## src/common/udma_pkg.sv

```systemverilog
// Shared constants, control structure layout and state codes for the
// micro DMA controller.
// Assumes a single clock domain and a 32-bit single-transfer bus master.
package udma_pkg;

    // ------------------------------------------------------------------
    // Channels
    // ------------------------------------------------------------------
    localparam int NUM_CH = 21;
    localparam int CH_W   = 5;

    // Fixed peripheral wiring: UART0 tx/rx 0/1, UART1 tx/rx 2/3,
    // SSP tx/rx 4/5, ADC 6, RTC 7, timer matches 8-13, comparators
    // 14-15, port pins 16-18, channels 19-20 spare.
    localparam logic [CH_W-1:0]   CH_SSP_TX = 5'h04;
    localparam logic [CH_W-1:0]   CH_SSP_RX = 5'h05;
    // Only the SSP channels 4 and 5 carry a single-transfer request.
    localparam logic [NUM_CH-1:0] SREQ_CAP  = 21'h00_0030;

    // ------------------------------------------------------------------
    // Control structure layout in memory
    // ------------------------------------------------------------------
    localparam int          SLOT_SHIFT  = 4;
    localparam logic [31:0] ALT_OFFSET  = 32'h0000_0200;
    localparam logic [31:0] OFS_SRC_END = 32'h0000_0000;
    localparam logic [31:0] OFS_DST_END = 32'h0000_0004;
    localparam logic [31:0] OFS_CTRL    = 32'h0000_0008;

    localparam int CC_LSB    = 0;
    localparam int NM1_LSB   = 4;
    localparam int RPOW_LSB  = 14;
    localparam int SSIZE_LSB = 24;
    localparam int SINC_LSB  = 26;
    localparam int DINC_LSB  = 30;

    localparam logic [2:0]  CYC_STOP   = 3'h0;
    localparam logic [2:0]  CYC_AUTO   = 3'h2;
    localparam logic [1:0]  INC_NONE   = 2'h3;
    localparam logic [3:0]  MAX_RPOW   = 4'ha;
    localparam logic [10:0] MAX_BURST  = 11'h400;
    localparam logic [10:0] ONE_BURST  = 11'h001;

    // ------------------------------------------------------------------
    // Bus encodings
    // ------------------------------------------------------------------
    localparam logic [1:0] HTRANS_IDLE   = 2'h0;
    localparam logic [1:0] HTRANS_NONSEQ = 2'h2;
    localparam logic [2:0] HBURST_SINGLE = 3'h0;
    localparam logic [2:0] HSIZE_WORD    = 3'h2;
    localparam logic [3:0] HPROT_DATA    = 4'h1;

    // ------------------------------------------------------------------
    // Control state machine and its reported codes
    // ------------------------------------------------------------------
    typedef enum logic [8:0] {
        ST_IDLE     = 9'h001,
        ST_RD_CTRL  = 9'h002,
        ST_RD_SRC   = 9'h004,
        ST_RD_DST   = 9'h008,
        ST_RD_DATA  = 9'h010,
        ST_WR_DATA  = 9'h020,
        ST_WAIT_CLR = 9'h040,
        ST_WR_CTRL  = 9'h080,
        ST_DONE     = 9'h100
    } udma_state_t;

    localparam logic [3:0] CODE_IDLE     = 4'h0;
    localparam logic [3:0] CODE_RD_CTRL  = 4'h1;
    localparam logic [3:0] CODE_RD_SRC   = 4'h2;
    localparam logic [3:0] CODE_RD_DST   = 4'h3;
    localparam logic [3:0] CODE_RD_DATA  = 4'h4;
    localparam logic [3:0] CODE_WR_DATA  = 4'h5;
    localparam logic [3:0] CODE_WAIT_CLR = 4'h6;
    localparam logic [3:0] CODE_WR_CTRL  = 4'h7;
    localparam logic [3:0] CODE_DONE     = 4'h8;

endpackage : udma_pkg

```

## src/udma_arb.sv

```systemverilog
// Channel arbiter for the micro DMA controller.
// Assumes pending requests are already synchronised and masked.
`timescale 1ns/1ps
module udma_arb
    import udma_pkg::*;
(
    input  wire logic [NUM_CH-1:0] pend,
    input  wire logic [NUM_CH-1:0] prio_hi,
    output logic                   found,
    output logic [CH_W-1:0]        idx
);

    // ------------------------------------------------------------------
    // Lowest set channel number
    // ------------------------------------------------------------------
    function automatic logic [CH_W:0] first_set(
        input logic [NUM_CH-1:0] v
    );
        logic [CH_W:0] r;
        r = '0;
        for (int i = NUM_CH - 1; i >= 0; i--) begin
            if (v[i]) begin
                r = {1'b1, CH_W'(i)};
            end
        end
        return r;
    endfunction : first_set

    logic [CH_W:0] hi_pick;
    logic [CH_W:0] any_pick;

    // High level first, then fixed order on channel number.
    assign hi_pick  = first_set(pend & prio_hi);
    assign any_pick = first_set(pend);
    assign found    = any_pick[CH_W];
    assign idx      = hi_pick[CH_W] ? hi_pick[CH_W-1:0]
                                    : any_pick[CH_W-1:0];

endmodule : udma_arb

```

## src/udma_ctrl.sv

```systemverilog
// Micro DMA controller core: arbitration, control structure fetch,
// element moves over a single-transfer bus master, and completion.
// Assumes configuration arrives on plain inputs held stable by the
// system, and peripheral requests arrive asynchronously on pins.
`timescale 1ns/1ps
module udma_ctrl
    import udma_pkg::*;
(
    input  wire logic              clk,
    input  wire logic              rst,
    input  wire logic              sys_clk_en,
    input  wire logic              master_en,
    input  wire logic              err_irq_en,
    input  wire logic [31:0]       ctrl_base,
    input  wire logic [NUM_CH-1:0] chan_en,
    input  wire logic [NUM_CH-1:0] chan_req_mask,
    input  wire logic [NUM_CH-1:0] chan_use_alt,
    input  wire logic [NUM_CH-1:0] chan_prio_hi,
    input  wire logic [NUM_CH-1:0] chan_use_burst,
    input  wire logic [NUM_CH-1:0] sw_req,
    input  wire logic [NUM_CH-1:0] per_req,
    input  wire logic [NUM_CH-1:0] per_sreq,
    output logic [31:0]            haddr,
    output logic [1:0]             htrans,
    output logic [2:0]             hsize,
    output logic [2:0]             hburst,
    output logic [3:0]             hprot,
    output logic                   hwrite,
    output logic [31:0]            hwdata,
    input  wire logic [31:0]       hrdata,
    input  wire logic              hready,
    input  wire logic              hresp,
    output logic [NUM_CH-1:0]      dma_active,
    output logic [NUM_CH-1:0]      dma_done,
    output logic                   dma_err,
    output logic                   irq,
    output logic [3:0]             dma_state
);

    // ------------------------------------------------------------------
    // Helpers
    // ------------------------------------------------------------------
    function automatic logic [NUM_CH-1:0] ch_mask(input logic [CH_W-1:0] c);
        return NUM_CH'(1) << c;
    endfunction : ch_mask

    function automatic logic [31:0] elem_addr(
        input logic [31:0] end_a,
        input logic [9:0]  n,
        input logic [1:0]  inc
    );
        logic [31:0] off;
        off = {22'h0, n} << inc;
        return (inc == INC_NONE) ? end_a : end_a - off;
    endfunction : elem_addr

    function automatic logic [3:0] state_code(input udma_state_t s);
        logic [3:0] c;
        c = CODE_IDLE;
        unique case (s)
            ST_IDLE:     c = CODE_IDLE;
            ST_RD_CTRL:  c = CODE_RD_CTRL;
            ST_RD_SRC:   c = CODE_RD_SRC;
            ST_RD_DST:   c = CODE_RD_DST;
            ST_RD_DATA:  c = CODE_RD_DATA;
            ST_WR_DATA:  c = CODE_WR_DATA;
            ST_WAIT_CLR: c = CODE_WAIT_CLR;
            ST_WR_CTRL:  c = CODE_WR_CTRL;
            ST_DONE:     c = CODE_DONE;
            default:     c = CODE_IDLE;
        endcase
        return c;
    endfunction : state_code

    // ------------------------------------------------------------------
    // Request pins, two flip-flop synchronisers
    // ------------------------------------------------------------------
    logic [NUM_CH-1:0] req_m_q, req_s_q, sreq_m_q, sreq_s_q;

    always_ff @(posedge clk) begin
        if (rst) begin
            req_m_q  <= '0;
            req_s_q  <= '0;
            sreq_m_q <= '0;
            sreq_s_q <= '0;
        end else begin
            req_m_q  <= per_req;
            req_s_q  <= req_m_q;
            sreq_m_q <= per_sreq;
            sreq_s_q <= sreq_m_q;
        end
    end

    // ------------------------------------------------------------------
    // Pending requests and arbitration
    // ------------------------------------------------------------------
    udma_state_t       state_q;
    logic [CH_W-1:0]   ch_q;
    logic [NUM_CH-1:0] sw_pend_q, auto_pend_q;
    logic [NUM_CH-1:0] hw_req, soft_req, pend;
    logic              arb_found;
    logic [CH_W-1:0]   arb_idx;
    logic              start;

    // Each channel serves one peripheral, so one side is always memory.
    assign hw_req   = req_s_q
                      | (sreq_s_q & SREQ_CAP & ~chan_use_burst);
    assign soft_req = sw_pend_q | auto_pend_q;
    assign pend     = chan_en & ((hw_req & ~chan_req_mask) | soft_req);
    // New work is only taken with the system clock enable set.
    assign start    = (state_q == ST_IDLE) & sys_clk_en & master_en
                      & arb_found;

    udma_arb u_arb (
        .pend    (pend),
        .prio_hi (chan_prio_hi),
        .found   (arb_found),
        .idx     (arb_idx)
    );

    // A software request arriving in the grant cycle is kept.
    always_ff @(posedge clk) begin
        if (rst) begin
            sw_pend_q <= '0;
        end else begin
            sw_pend_q <= (sw_pend_q & ~(start ? ch_mask(arb_idx) : '0))
                         | sw_req;
        end
    end

    // ------------------------------------------------------------------
    // Bus master address and data
    // ------------------------------------------------------------------
    logic [31:0] ctrl_q, src_end_q, dst_end_q, data_q, hwdata_q;
    logic [9:0]  n_q;
    logic        alt_q, ph_q;
    logic        cyc_done_q;
    logic [31:0] slot, src_addr, dst_addr, ctrl_wb, rd_lane;
    logic [31:0] bus_addr, bus_wdata;
    logic [2:0]  bus_size;
    logic        bus_wr, bus_state, issue, addr_ok, data_ok;
    logic [1:0]  ssize;

    assign ssize    = ctrl_q[SSIZE_LSB +: 2];
    // Primary and alternate structures sit at fixed offsets from base.
    assign slot     = ctrl_base + (alt_q ? ALT_OFFSET : 32'h0)
                      + ({27'h0, ch_q} << SLOT_SHIFT);
    assign src_addr = elem_addr(src_end_q, n_q, ctrl_q[SINC_LSB +: 2]);
    assign dst_addr = elem_addr(dst_end_q, n_q, ctrl_q[DINC_LSB +: 2]);
    assign rd_lane  = hrdata >> {src_addr[1:0], 3'b000};

    always_comb begin
        ctrl_wb = ctrl_q;
        ctrl_wb[NM1_LSB +: 10] = n_q;
        if (cyc_done_q) begin
            ctrl_wb[CC_LSB +: 3] = CYC_STOP;
        end
    end

    always_comb begin
        bus_addr  = slot + OFS_CTRL;
        bus_size  = HSIZE_WORD;
        bus_wr    = 1'b0;
        bus_wdata = 32'h0;
        unique case (state_q)
            ST_RD_CTRL: bus_addr = slot + OFS_CTRL;
            ST_RD_SRC:  bus_addr = slot + OFS_SRC_END;
            ST_RD_DST:  bus_addr = slot + OFS_DST_END;
            ST_RD_DATA: begin
                bus_addr = src_addr;
                bus_size = {1'b0, ssize};
            end
            ST_WR_DATA: begin
                bus_addr = dst_addr;
                bus_size = {1'b0, ssize};
                bus_wr   = 1'b1;
                unique case (ssize)
                    2'h0:    bus_wdata = {4{data_q[7:0]}};
                    2'h1:    bus_wdata = {2{data_q[15:0]}};
                    default: bus_wdata = data_q;
                endcase
            end
            ST_WR_CTRL: begin
                bus_addr  = slot + OFS_CTRL;
                bus_wr    = 1'b1;
                bus_wdata = ctrl_wb;
            end
            ST_IDLE, ST_WAIT_CLR, ST_DONE: bus_wr = 1'b0;
            default: bus_wr = 1'b0;
        endcase
    end

    assign bus_state = state_q inside {ST_RD_CTRL, ST_RD_SRC, ST_RD_DST,
                                       ST_RD_DATA, ST_WR_DATA, ST_WR_CTRL};
    assign issue   = bus_state & ~ph_q;
    assign addr_ok = issue & hready;
    assign data_ok = ph_q & hready;

    assign haddr  = bus_addr;
    assign htrans = issue ? HTRANS_NONSEQ : HTRANS_IDLE;
    assign hsize  = bus_size;
    assign hburst = HBURST_SINGLE;
    assign hprot  = HPROT_DATA;
    assign hwrite = bus_wr;
    assign hwdata = hwdata_q;

    // One transfer at a time: address phase, then its data phase.
    always_ff @(posedge clk) begin
        if (rst) begin
            ph_q     <= 1'b0;
            hwdata_q <= 32'h0;
        end else if (addr_ok) begin
            ph_q     <= 1'b1;
            hwdata_q <= bus_wdata;
        end else if (data_ok) begin
            ph_q     <= 1'b0;
        end
    end

    // ------------------------------------------------------------------
    // Control state machine
    // ------------------------------------------------------------------
    logic [10:0] burst_left_q;
    logic        from_hw_q, single_q;
    logic        ch_req;

    assign ch_req = req_s_q[ch_q] | sreq_s_q[ch_q];

    always_ff @(posedge clk) begin
        if (rst) begin
            state_q      <= ST_IDLE;
            ch_q         <= '0;
            alt_q        <= 1'b0;
            from_hw_q    <= 1'b0;
            single_q     <= 1'b0;
            cyc_done_q   <= 1'b0;
            ctrl_q       <= 32'h0;
            src_end_q    <= 32'h0;
            dst_end_q    <= 32'h0;
            data_q       <= 32'h0;
            n_q          <= '0;
            burst_left_q <= '0;
        end else if (data_ok && hresp) begin
            state_q <= ST_IDLE;
        end else begin
            unique case (state_q)
                ST_IDLE: if (start) begin
                    state_q    <= ST_RD_CTRL;
                    ch_q       <= arb_idx;
                    alt_q      <= chan_use_alt[arb_idx];
                    from_hw_q  <= ~soft_req[arb_idx];
                    single_q   <= ~soft_req[arb_idx] & ~req_s_q[arb_idx];
                    cyc_done_q <= 1'b0;
                end
                ST_RD_CTRL: if (data_ok) begin
                    ctrl_q  <= hrdata;
                    state_q <= (hrdata[CC_LSB +: 3] == CYC_STOP)
                               ? ST_IDLE : ST_RD_SRC;
                end
                ST_RD_SRC: if (data_ok) begin
                    src_end_q <= hrdata;
                    state_q   <= ST_RD_DST;
                end
                ST_RD_DST: if (data_ok) begin
                    dst_end_q <= hrdata;
                    n_q       <= ctrl_q[NM1_LSB +: 10];
                    if (single_q) begin
                        burst_left_q <= ONE_BURST;
                    end else if (ctrl_q[RPOW_LSB +: 4] >= MAX_RPOW) begin
                        burst_left_q <= MAX_BURST;
                    end else begin
                        burst_left_q <= ONE_BURST << ctrl_q[RPOW_LSB +: 4];
                    end
                    state_q <= ST_RD_DATA;
                end
                ST_RD_DATA: if (data_ok) begin
                    data_q  <= rd_lane;
                    state_q <= ST_WR_DATA;
                end
                ST_WR_DATA: if (data_ok) begin
                    if (n_q == 10'h0) begin
                        cyc_done_q <= 1'b1;
                        state_q    <= ST_WR_CTRL;
                    end else begin
                        n_q <= n_q - 10'h1;
                        if (burst_left_q == ONE_BURST) begin
                            state_q <= ST_WR_CTRL;
                        end else begin
                            burst_left_q <= burst_left_q - ONE_BURST;
                            state_q      <= ST_RD_DATA;
                        end
                    end
                end
                ST_WR_CTRL: if (data_ok) begin
                    state_q <= from_hw_q ? ST_WAIT_CLR : ST_DONE;
                end
                ST_WAIT_CLR: if (!ch_req) begin
                    state_q <= ST_DONE;
                end
                ST_DONE: state_q <= ST_IDLE;
                default: state_q <= ST_IDLE;
            endcase
        end
    end

    // Auto cycles keep their channel pending until the count runs out.
    always_ff @(posedge clk) begin
        if (rst) begin
            auto_pend_q <= '0;
        end else if (state_q == ST_DONE && !cyc_done_q
                     && ctrl_q[CC_LSB +: 3] == CYC_AUTO) begin
            auto_pend_q <= auto_pend_q | ch_mask(ch_q);
        end else if (start) begin
            auto_pend_q <= auto_pend_q & ~ch_mask(arb_idx);
        end
    end

    // ------------------------------------------------------------------
    // Status outputs
    // ------------------------------------------------------------------
    logic [NUM_CH-1:0] done_q;
    logic              err_q;
    logic [3:0]        status_q;

    always_ff @(posedge clk) begin
        if (rst) begin
            done_q   <= '0;
            err_q    <= 1'b0;
            status_q <= CODE_IDLE;
        end else begin
            done_q   <= (state_q == ST_DONE && cyc_done_q)
                        ? ch_mask(ch_q) : '0;
            err_q    <= data_ok & hresp;
            status_q <= state_code(state_q);
        end
    end

    assign dma_active = (state_q != ST_IDLE) ? ch_mask(ch_q) : '0;
    assign dma_done   = done_q;
    assign dma_err    = err_q;
    assign irq        = (|done_q) | (err_q & err_irq_en);
    assign dma_state  = status_q;
endmodule : udma_ctrl
```

## config.mk

```make
export PLATFORM = sky130hd
export DESIGN_NAME = udma_ctrl
export DESIGN_NICKNAME = d
export VERILOG_FILES = /design/src/common/udma_pkg.sv /design/src/udma_arb.sv /design/src/udma_ctrl.sv
export SDC_FILE = /design/constraint.sdc
export NUM_CORES = 1
export LEC_CHECK = 0
export BUFFER_PORTS_ARGS = -buffer_cell sky130_fd_sc_hd__buf_2
export CORE_UTILIZATION = 56
export CTS_BUF_LIST = sky130_fd_sc_hd__clkbuf_8 sky130_fd_sc_hd__clkbuf_16
export CTS_CLUSTER_DIAMETER = 50
export DETAILED_ROUTE_END_ITERATION = 10
export PLACE_DENSITY_LB_ADDON = 0.08
export SLEW_MARGIN = 20
export SYNTH_ARGS = -nofsm -noshare
export SYNTH_HDL_FRONTEND = slang
export SYNTH_SLANG_ARGS = --single-unit
```

## constraint.sdc

```tcl
create_clock -name clk -period 4.9 [get_ports clk]
set_input_delay 0.735 -clock clk [delete_from_list [all_inputs] [get_ports clk]]
set_output_delay 0.735 -clock clk [all_outputs]
set_load 0.03 [all_outputs]
```

==> results.txt, run 1 <==
The run finished, with violations left. The final reports fail on setup timing. The number of core rows came out at 70. The number of maximum-capacitance violations came out at 0. For this run, the leading register cell type out of synthesis is dfxtp_1.

The starting utilization of the core area came out at between 50% and 60%. The number of distinct library cells after synthesis is 99. The total die area came out at roughly 39,000 µm². Detailed routing inserted a total of roughly 23,000 vias. The final-report hold violation count is 0.

Combinational logic burns around a fifth of the power. The tightest min-delay check is of the input pin to register type. Along the worst hold path, the cell count comes to 3. In this run the remaining antenna-violating nets after routing total 0. The number of synthesis warnings came out at 0.

Of all nets on the critical path, the largest fanout is 7. The worst clock skew came out at approximately 20 ps. Dividing total power by cell area gives a power density of around 280 nW/µm². The final cell count without fillers is roughly 3,700. The worst setup path is captured at a primary output.

Synthesis produced approximately 2,800 cells. Counting every sink on the clock net gives 352. Data arrives at the worst endpoint at 4190 ps. The wire length of the first global-routing pass is 123 mm. The number of global-route vias before repair came out at roughly 22,000. Relative to the synthesized area, the layout overhead comes to 21.1%.

The share of Yosys cell area claimed by the top area cell type came out at approximately a third. The final layout net count came out at 3,415. The final clock period utilization by the worst path is 101%.

The share of post-route cells with drive strength above 1 is between 20 and 25%. STA classifies the critical path startpoint as a register. After filler insertion, the fill cell instance count of the layout stands at 3,008.

The worst setup timing slack at the placement stage came out at -157 ps. The cell with the most instances after synthesis is nand2_1. The sequential cell area came out at slightly above 7000 µm².

The global router's overall resource usage is about two fifths. The CTS tree is built. Global routing finished with a remaining overflow of 0. The clock buffer count from CTS came out at 40. CTS built an H-tree with a depth of 2. In this run the count of I/O pins placed on the die edge is roughly 360. By area the synthesized netlist is led by dfxtp_1, nand2_1, a21oi_1. The number of enable flip-flop cells after synthesis came out at 0. In this run the tightest slew margin relative to its limit is between 20% and 30%.

In the routed layout, each cell is associated on average with a via count of roughly 6.3. Wires add up to between 80 and 90 mm. In the final routed layout, each cell accounts on average for 22.4 µm. The minimum clock period after layout is between 4000 and 5000 ps.

The number of buffers between clock root and the deepest sink is 3. Adding up every negative setup slack in the final design gives -26.2 ps. After clock tree synthesis, the clock-pin slew on the worst setup and hold paths is 70 ps. The clock power share came out at between 30% and 40%. After synthesis the netlist holds a flip-flop and latch count of ~350. The required time of the critical path is about 4200 ps. The die span in x came out at slightly below 200 µm. Of the synthesized area, sequential elements account for 33.2%. IR analysis of the VDD net gives a maximum drop of between 0.2 and 0.3 mV. The violation count after the first detailed-routing iteration is 2,476. The DRC violation count after routing came out at 0. The largest net degree at the start of global routing came out at approximately 190. The first-pass iteration count of the detailed router came out at 7.

For this design, the CTS-stage hold fixing added 0 buffers. The worst path setup slack after routing is -26.2 ps. The fraction of power consumed by sequential logic came out at 40.8%. The combined area of the multi-input logic cells came out at around 14,000 µm². The netlist area before placement is around 21,000 µm². Ranked by instance count, the synthesized netlist is headed by nand2_1, dfxtp_1, nor2_1. The final weighted congestion in routability-driven placement is 1.00.

The net load switching power is around 0.0022 W. The die is a little under 200 µm tall. The clock latency of the later-clocked register in the worst-skew pair came out at approximately 560 ps.

The leakage component of the power is about 10 nW. The logic depth of the worst register-to-register path is 11. The achievable clock frequency came out at just over 200 MHz. The final-report max-slew violation count is 0. The async set-reset flop share out of synthesis came out at 0%.

After detailed placement, the design holds a cell count of 3,576. Summed over all instances, the cell type with the most area after synthesis is dfxtp_1. The post-DP HPWL came out at 60.9 mm.

The transition at the pin with the smallest max-transition slack is 1180 ps. The setup violation total in the final timing report came out at 1. The tree is rooted in a clkbuf_16. The core area came out at about 37,000 µm². The cell-internal power is around 0.0051 W. The count of input and output buffers came out at 335. Setup repair after global routing could not meet its margin everywhere. The critical path is of the register to primary output type. The average cell area after synthesis is between 7 and 8 µm². The switching share of total power came out at a little under a third. The number of antenna violations at the first check in global routing came to 8.
-- area by class of cell --
| type | count | share of cell area (%) |
|---|---|---|
| multi-input combinational | 2225 | 53.4 |
| clock inverter | 30 | 0.867 |
| tap | 504 | 2.45 |
| sequential | 352 | 27.5 |
| inverter | 41 | 0.609 |
| antenna | 5 | 0.0487 |
| clock buffer | 43 | 4.10 |
| timing repair buffer | 476 | 11.0 |
-- layer usage --
metal | track usage (%) | wire [µm] | vias to the layer above
li1 | - | - | 10673
met1 | 51.3 | 31600 | 10877
met2 | 68.2 | 37600 | 1426
met3 | 6.93 | 8120 | 298
met4 | 22.3 | 4960 | 8
met5 | 0 | 53 | -
-- kinds of logic after synthesis --
group | Yosys count | synth area share [%]
and+or+nand+nor | 1252 | 28.3
other | 2 | 0.0354
adders and majority gates | 40 | 2.47
muxes | 72 | 3.67
xor gates and xnor gates | 116 | 4.79
DFF | 352 | 33.2
buffers and inverters | 233 | 4.51
AOI/OAI and AO/OA | 736 | 23.0
-- sequential cells by signal (all words and copies together) (netlist names), 4 cells and up --
signal and count:
req_m_q 21, sreq_m_q 21, req_s_q 21, src_end_q 32
ch_q 5, n_q 10, dma_state 4, auto_pend_q 21
sreq_s_q 21, burst_left_q 11, dst_end_q 32, ctrl_q 32
sw_pend_q 21, dma_done 21, data_q 32, hwdata 32
state_q 9
-- power by group through the flow --
| stage | Clock (W) | Combinational (W) | Sequential [W] |
|---|---|---|---|
| after global placement | 0 | 0.00130 | 0.00303 |
| final | 0.00290 | 0.00141 | 0.00297 |
| after floorplan | 0 | 0.000804 | 0.00303 |
| after CTS | 0.00292 | 0.00134 | 0.00297 |
| after detailed placement | 0 | 0.00131 | 0.00303 |
| after global routing | 0.00303 | 0.00148 | 0.00297 |
-- final timing paths --
path / start / to / slack (ps)
worst max register to register: auto_pend_q[7]$_SDFFE_PP0P_ / single_q$_SDFFE_PP0P_ / 480
worst min register to register: req_m_q[0]$_SDFF_PP0_ / req_s_q[0]$_SDFF_PP0_ / 440
worst max-delay path: ctrl_q[30]$_SDFFE_PP0P_ / haddr[28] / -30
worst min-delay path: sw_req[19] / sw_pend_q[19]$_SDFF_PP0_ / 380
-- cell usage in the layout (no fill, tap or decap), types with 12 or more instances in the layout --
master     count
nand2_1      427
dfxtp_1      343
buf_2        322
nor2_1       288
a21oi_1      241
buf_4        141
nor2b_1      118
o21ai_0      106
nor3_1        92
nand3_1       68
a211oi_1      66
xnor2_1       66
inv_1         49
a221oi_1      45
mux2i_1       43
xor2_1        43
clkbuf_16     41
nand2b_1      34
ha_1          33
a31oi_1       29
or3_1         26
mux2_2        25
and2_1        24
nand4_1       22
o211ai_1      21
a21o_1        19
o31ai_1       18
nor4_1        17
a22oi_1       16
and3_1        13
o21a_1        13
nor3b_1       13
a21oi_2       12
-- per-stage QoR --
| step | power (W) | hold WS [ps] | cell area (µm²) | util, % |
|---|---|---|---|---|
| finish | 0.00728 | 379 | 25700 | 69.5 |
| global route | 0.00748 | 396 | 25700 | 69.5 |
| CTS | 0.00723 | 369 | 25300 | 68.5 |
| detailed placement | 0.00435 | 425 | 23700 | 64.1 |
| global placement | 0.00433 | 417 | 23700 | 64.1 |
| floorplan | 0.00383 | 414 | 21200 | - |
-- critical path, cell delays in order, from the launching register on --
cell and delay, ps:
dfxtp_4 380, buf_6 130, nor3_4 120, ha_2 220
inv_2 40, fa_2 360, a21o_1 170, a21oi_2 140
nor2b_1 70, o21a_1 220, o211ai_1 330, o221ai_2 250
nor3_2 240, xor2_1 260, a221o_1 200, a21oi_2 40
a22oi_2 280, buf_6 170
-- timing repair --
item / in CTS / in global routing
hold endpoints to repair: 0 / 0
setup buffers: 8 / 14
setup endpoints to repair: 20 / 21
pin swaps: 19 / 43
resized for setup: 72 / 64
No activity file was read; power rests on OpenSTA's default activity.
==> run 2, diff against run 1 <==
--- a/config.mk
+++ b/config.mk
@@ -5,6 +5,7 @@
 export SDC_FILE = /design/constraint.sdc
 export NUM_CORES = 1
 export LEC_CHECK = 0
+export ABC_AREA = 1
 export BUFFER_PORTS_ARGS = -buffer_cell sky130_fd_sc_hd__buf_2
 export CORE_UTILIZATION = 56
 export CTS_BUF_LIST = sky130_fd_sc_hd__clkbuf_8 sky130_fd_sc_hd__clkbuf_16
==> results.txt, run 2 <==
Result of the run: finished with violations (unchanged). Violated checks: setup timing (unchanged). The part of the Yosys area used for sequential elements is 33.6% (was 33.2%).

The post-DP HPWL came out at 57.6 mm (was 60.9 mm). The worst clock skew came out at 47.1 ps (was 19.8 ps). The number of flip-flops and latches in the synthesized netlist was 352 (unchanged).

The maximum net fanout on the critical path came out at 7 (unchanged). The number of instances in the synthesized netlist came out at 3,253 (was 2,803). Cell Chain, Critical Path: ha_1 > nand3_1 > nand2_1 > a21oi_1 > o21bai_2 > nand2_2 > a21oi_4 > nand4_2 > nor2_4 > nand2_4 > nor2_4 > nand3_2 > xor2_2 > nor2_4 > nand2_4 > nor4_4 > nand4_2 > nor2_2 > xor2_1 > nand2_1 > nand3_2 > buf_6 (was buf_6 > nor3_4 > ha_2 > inv_2 > fa_2 > a21o_1 > a21oi_2 > nor2b_1 > o21a_1 > o211ai_1 > o221ai_2 > nor3_2 > xor2_1 > a221o_1 > a21oi_2 > a22oi_2 > buf_6). The power per cell area came out at 335 nW/µm² (was 283 nW/µm²). The residual overflow from global routing was 0 (unchanged). The achievable clock frequency came to 202 MHz (was 203 MHz). The cell family with the largest share of critical-path delay is simple AND/OR/NAND/NOR gates (was compound AO/OA/AOI/OAI gates). The final layout net count was 3,916 (was 3,415). The first-pass iteration count of the detailed router came to 8 (was 7). Commonest cells after routing, fill and taps aside: nor2_1, nand2_1, inv_1 (was nand2_1, dfxtp_1, buf_2). The number of global-route vias before repair came out at 22,438 (was 21,586). Most numerous cell types in the synthesized netlist: nor2_1, nand2_1, inv_1 (was nand2_1, dfxtp_1, nor2_1). The largest incremental delay on the critical path is 370 ps (was 380 ps). The final core utilization came out at 71.1% (was 69.5%). The die span in x is 195 µm (was 197 µm).

The number of H-tree levels came out at 2 (unchanged). The number of hold-repair buffers added at the cts stage was 0 (unchanged). The adder-cell area share of the yosys netlist came out at 2.49% (was 2.47%).

The area fraction in compound gates after synthesis is 22.7% (was 23.0%). The number of buffers between clock root and the deepest sink is 3 (unchanged). The minimum clock period after layout came to 4950 ps (was 4930 ps). The worst path setup slack after routing is -47.2 ps (was -26.2 ps). The total power of the final layout is 0.00874 W (was 0.00728 W). The required time of the critical path is 4160 ps (about the same). The fraction of synthesized area in multiplexers came to 0.0955% (was 3.67%).

The number of maximum-capacitance violations was 0 (unchanged). The cell with the most instances after synthesis is nor2_1 (was nand2_1). The combinational family with the most area after synthesis is simple AND/OR/NAND/NOR gates (unchanged).

The worst hold path depth is 3 (unchanged). The count of inserted antenna diode cells came to 0 (was 5). The via total after detailed routing is 23,989 (was 23,282). The final-report hold violation count came out at 0 (unchanged). The final weighted congestion in routability-driven placement came out at 0.999 (was 1.00). The buffer cell driving the clock tree root was clkbuf_16 (unchanged).

The number of synthesis warnings is 0 (unchanged). The xor/xnor cell area share of the yosys netlist is 2.53% (was 4.79%). The wire length per cell after detailed routing is 19.0 µm (was 22.4 µm).

The DRC violation count after routing came out at 0 (unchanged). The final clock period utilization by the worst path came out at 101% (about the same). The kind of launch point of the worst setup path is a register (unchanged). The logic depth of the worst register-to-register path came out at 23 (was 11). The depth of the critical timing path with buffers and inverters included came out at 22 (was 17). The commonest non-fill, non-tap cell in the layout is nor2_1 (was nand2_1). The number of enable flip-flop cells after synthesis is 0 (unchanged). The clock slew at the register clock pins of the worst setup and hold paths came to 60 ps (was 70 ps). The final wirelength came out at 78.8 mm (was 82.3 mm). The wire length of the first global-routing pass came out at 119 mm (was 123 mm). The number of antenna violations at the first check in global routing is 2 (was 8). The leakage component of the power is 12.4 nW (was 10.1 nW). The async set-reset flop share out of synthesis is 0% (unchanged). The number of core rows came out at 70 (unchanged).

The headroom to the max-slew limit is 30.5% (was 21.0%). The area added between synthesis and finish came to 24.5% (was 21.1%). The share of post-route cells with drive strength above 1 came out at 21.5% (was 22.1%). The share of Yosys cell area claimed by the top area cell type is 33.6% (was 33.2%). The netlist area before placement came out at 21,000 µm² (was 21,200 µm²). The critical path class is register to primary output (unchanged).

The setup violation total in the final timing report came out at 2 (was 1). The transition at the pin with the smallest max-transition slack came to 1040 ps (was 1180 ps). RSZ-0062 raised after global routing: true (unchanged). The filler cell count is 3,064 (was 3,008).

The number of distinct library cells after synthesis was 68 (was 99). The core area is 36,700 µm² (was 37,000 µm²). The cell taking the most area after synthesis is dfxtp_1 (unchanged).

The worst-case hold slack is 356 ps (was 379 ps). The average via count per standard cell was 5.80 (was 6.33). The number of routed nets with antenna violations is 0 (unchanged). The clock buffer count from CTS came out at 41 (was 40). The total die area is 38,200 µm² (was 38,700 µm²).

The violation count after the first detailed-routing iteration is 2,635 (was 2,476). The data arrival time at the worst-slack endpoint is 4210 ps (was 4190 ps). The global router's overall resource usage was 39.6% (was 41.2%). The type of element capturing the critical path is a primary output (unchanged). The final-report max-slew violation count is 0 (unchanged). The average cell area after synthesis came out at 6.44 µm² (was 7.57 µm²).

The largest vdd supply drop came out at 0.271 mV (was 0.294 mV). The count of input and output buffers is 335 (unchanged). The clock latency of the later-clocked register in the worst-skew pair came to 580 ps (was 560 ps). Counting stages on the worst path, the most repeated cell is nor2_4. The sum of buffers and inverters on the critical path is 1 (was 3). The starting utilization of the core area came to 57.1% (was 57.4%). Synth top area cells: dfxtp_1, nor2_1, o21ai_0 (was dfxtp_1, nand2_1, a21oi_1). The library cell contributing the largest single delay on the critical path is dfxtp_2 (was dfxtp_4). The die height was 195 µm (was 197 µm).

The commonest register cell after synthesis is dfxtp_1 (unchanged). The largest net degree at the start of global routing is 123 (was 192). The basic-gate share of the synthesized area counting and, or, nand and nor cells is 27.3% (was 28.3%). The number of I/O pins came out at 364 (unchanged).

The count of clock tree sinks came to 352 (unchanged). The class of the most critical hold timing path is input pin to register (unchanged). The CTS tree is built (unchanged).
==> run 2: cell count changes after synthesis, sizes merged, moves of 54 or more <==
cell and change:
inv +427, o21ai +283, nor2 +265, nor2b -120, nand3 +73, nand2 +68
xnor2 -56, nor3 -54
==> run 2: layout make-up <==
type / instances / area (µm²) / share of cell area [%]
clock buffers: 50 / 1170 / 4.49
clock inverters: 26 / 315 / 1.21
inverters: 477 / 1790 / 6.87
multi-input cells: 2294 / 12400 / 47.3
flip-flops and latches: 352 / 7070 / 27.1
well taps: 468 / 586 / 2.24
repair buffers: 471 / 2820 / 10.8
==> run 2: logic make-up after synthesis <==
group,count (synthesis)
adder cells (fa/ha/maj),40
AND/OR/NAND/NOR,1344
XOR/XNOR,55
other,2
multiplexers,2
flip-flops,352
AO/OA/AOI/OAI,844
buffers and inverters,614
==> run 2: worst min-delay path: cells and delay by family <==
family,cells,cell delay [ps]
buffers and inverters,2,100
and+or+nand+nor,1,60
==> run 2: per-stage QoR <==
stage	TNS [ps]	setup slack, ps	area (µm²)	instances
2_1_floorplan	0	192	21000	3260
3_3_place_gp	0	32.2	23300	4002
3_5_place_dp	-5.99	-5.99	23300	4002
4_1_cts	-129	-34.1	25200	4105
5_1_grt	-2380	-308	26100	4138
6_report	-62.6	-47.2	26100	4138
==> run 2: final timing paths <==
| check | start | to | slack (ps) |
|---|---|---|---|
| worst min-delay path | per_sreq[4] | sreq_m_q[4]$_SDFF_PP0_ | 360 |
| worst min register to register | req_m_q[13]$_SDFF_PP0_ | req_s_q[13]$_SDFF_PP0_ | 400 |
| worst max-delay path | ch_q[1]$_SDFFE_PP0P_ | haddr[30] | -50 |
| worst max register to register | auto_pend_q[10]$_SDFFE_PP0P_ | single_q$_SDFFE_PP0P_ | 670 |
==> run 2: metal layers <==
| layer | up-vias | track usage [%] | wire, µm |
|---|---|---|---|
| met5 | - | 0 | 30 |
| met4 | 4 | 23.9 | 4990 |
| met3 | 296 | 7.55 | 7460 |
| met2 | 1306 | 65.6 | 36400 |
| met1 | 10918 | 47.6 | 29900 |
| li1 | 11465 | - | - |
==> run 2: where the power goes <==
| group | switching [W] | total (W) | internal [W] |
|---|---|---|---|
| Clock | 0.00131 | 0.00330 | 0.00199 |
| Sequential | 0.000102 | 0.00311 | 0.00301 |
| Combinational | 0.00164 | 0.00233 | 0.000693 |
==> run 2: repair_timing <==
| item | CTS | global route |
|---|---|---|
| buffers inserted | 27 | 35 |
| pin swaps | 30 | 111 |
| gates resized for setup | 80 | 196 |
| endpoints found under the setup margin | 22 | 24 |
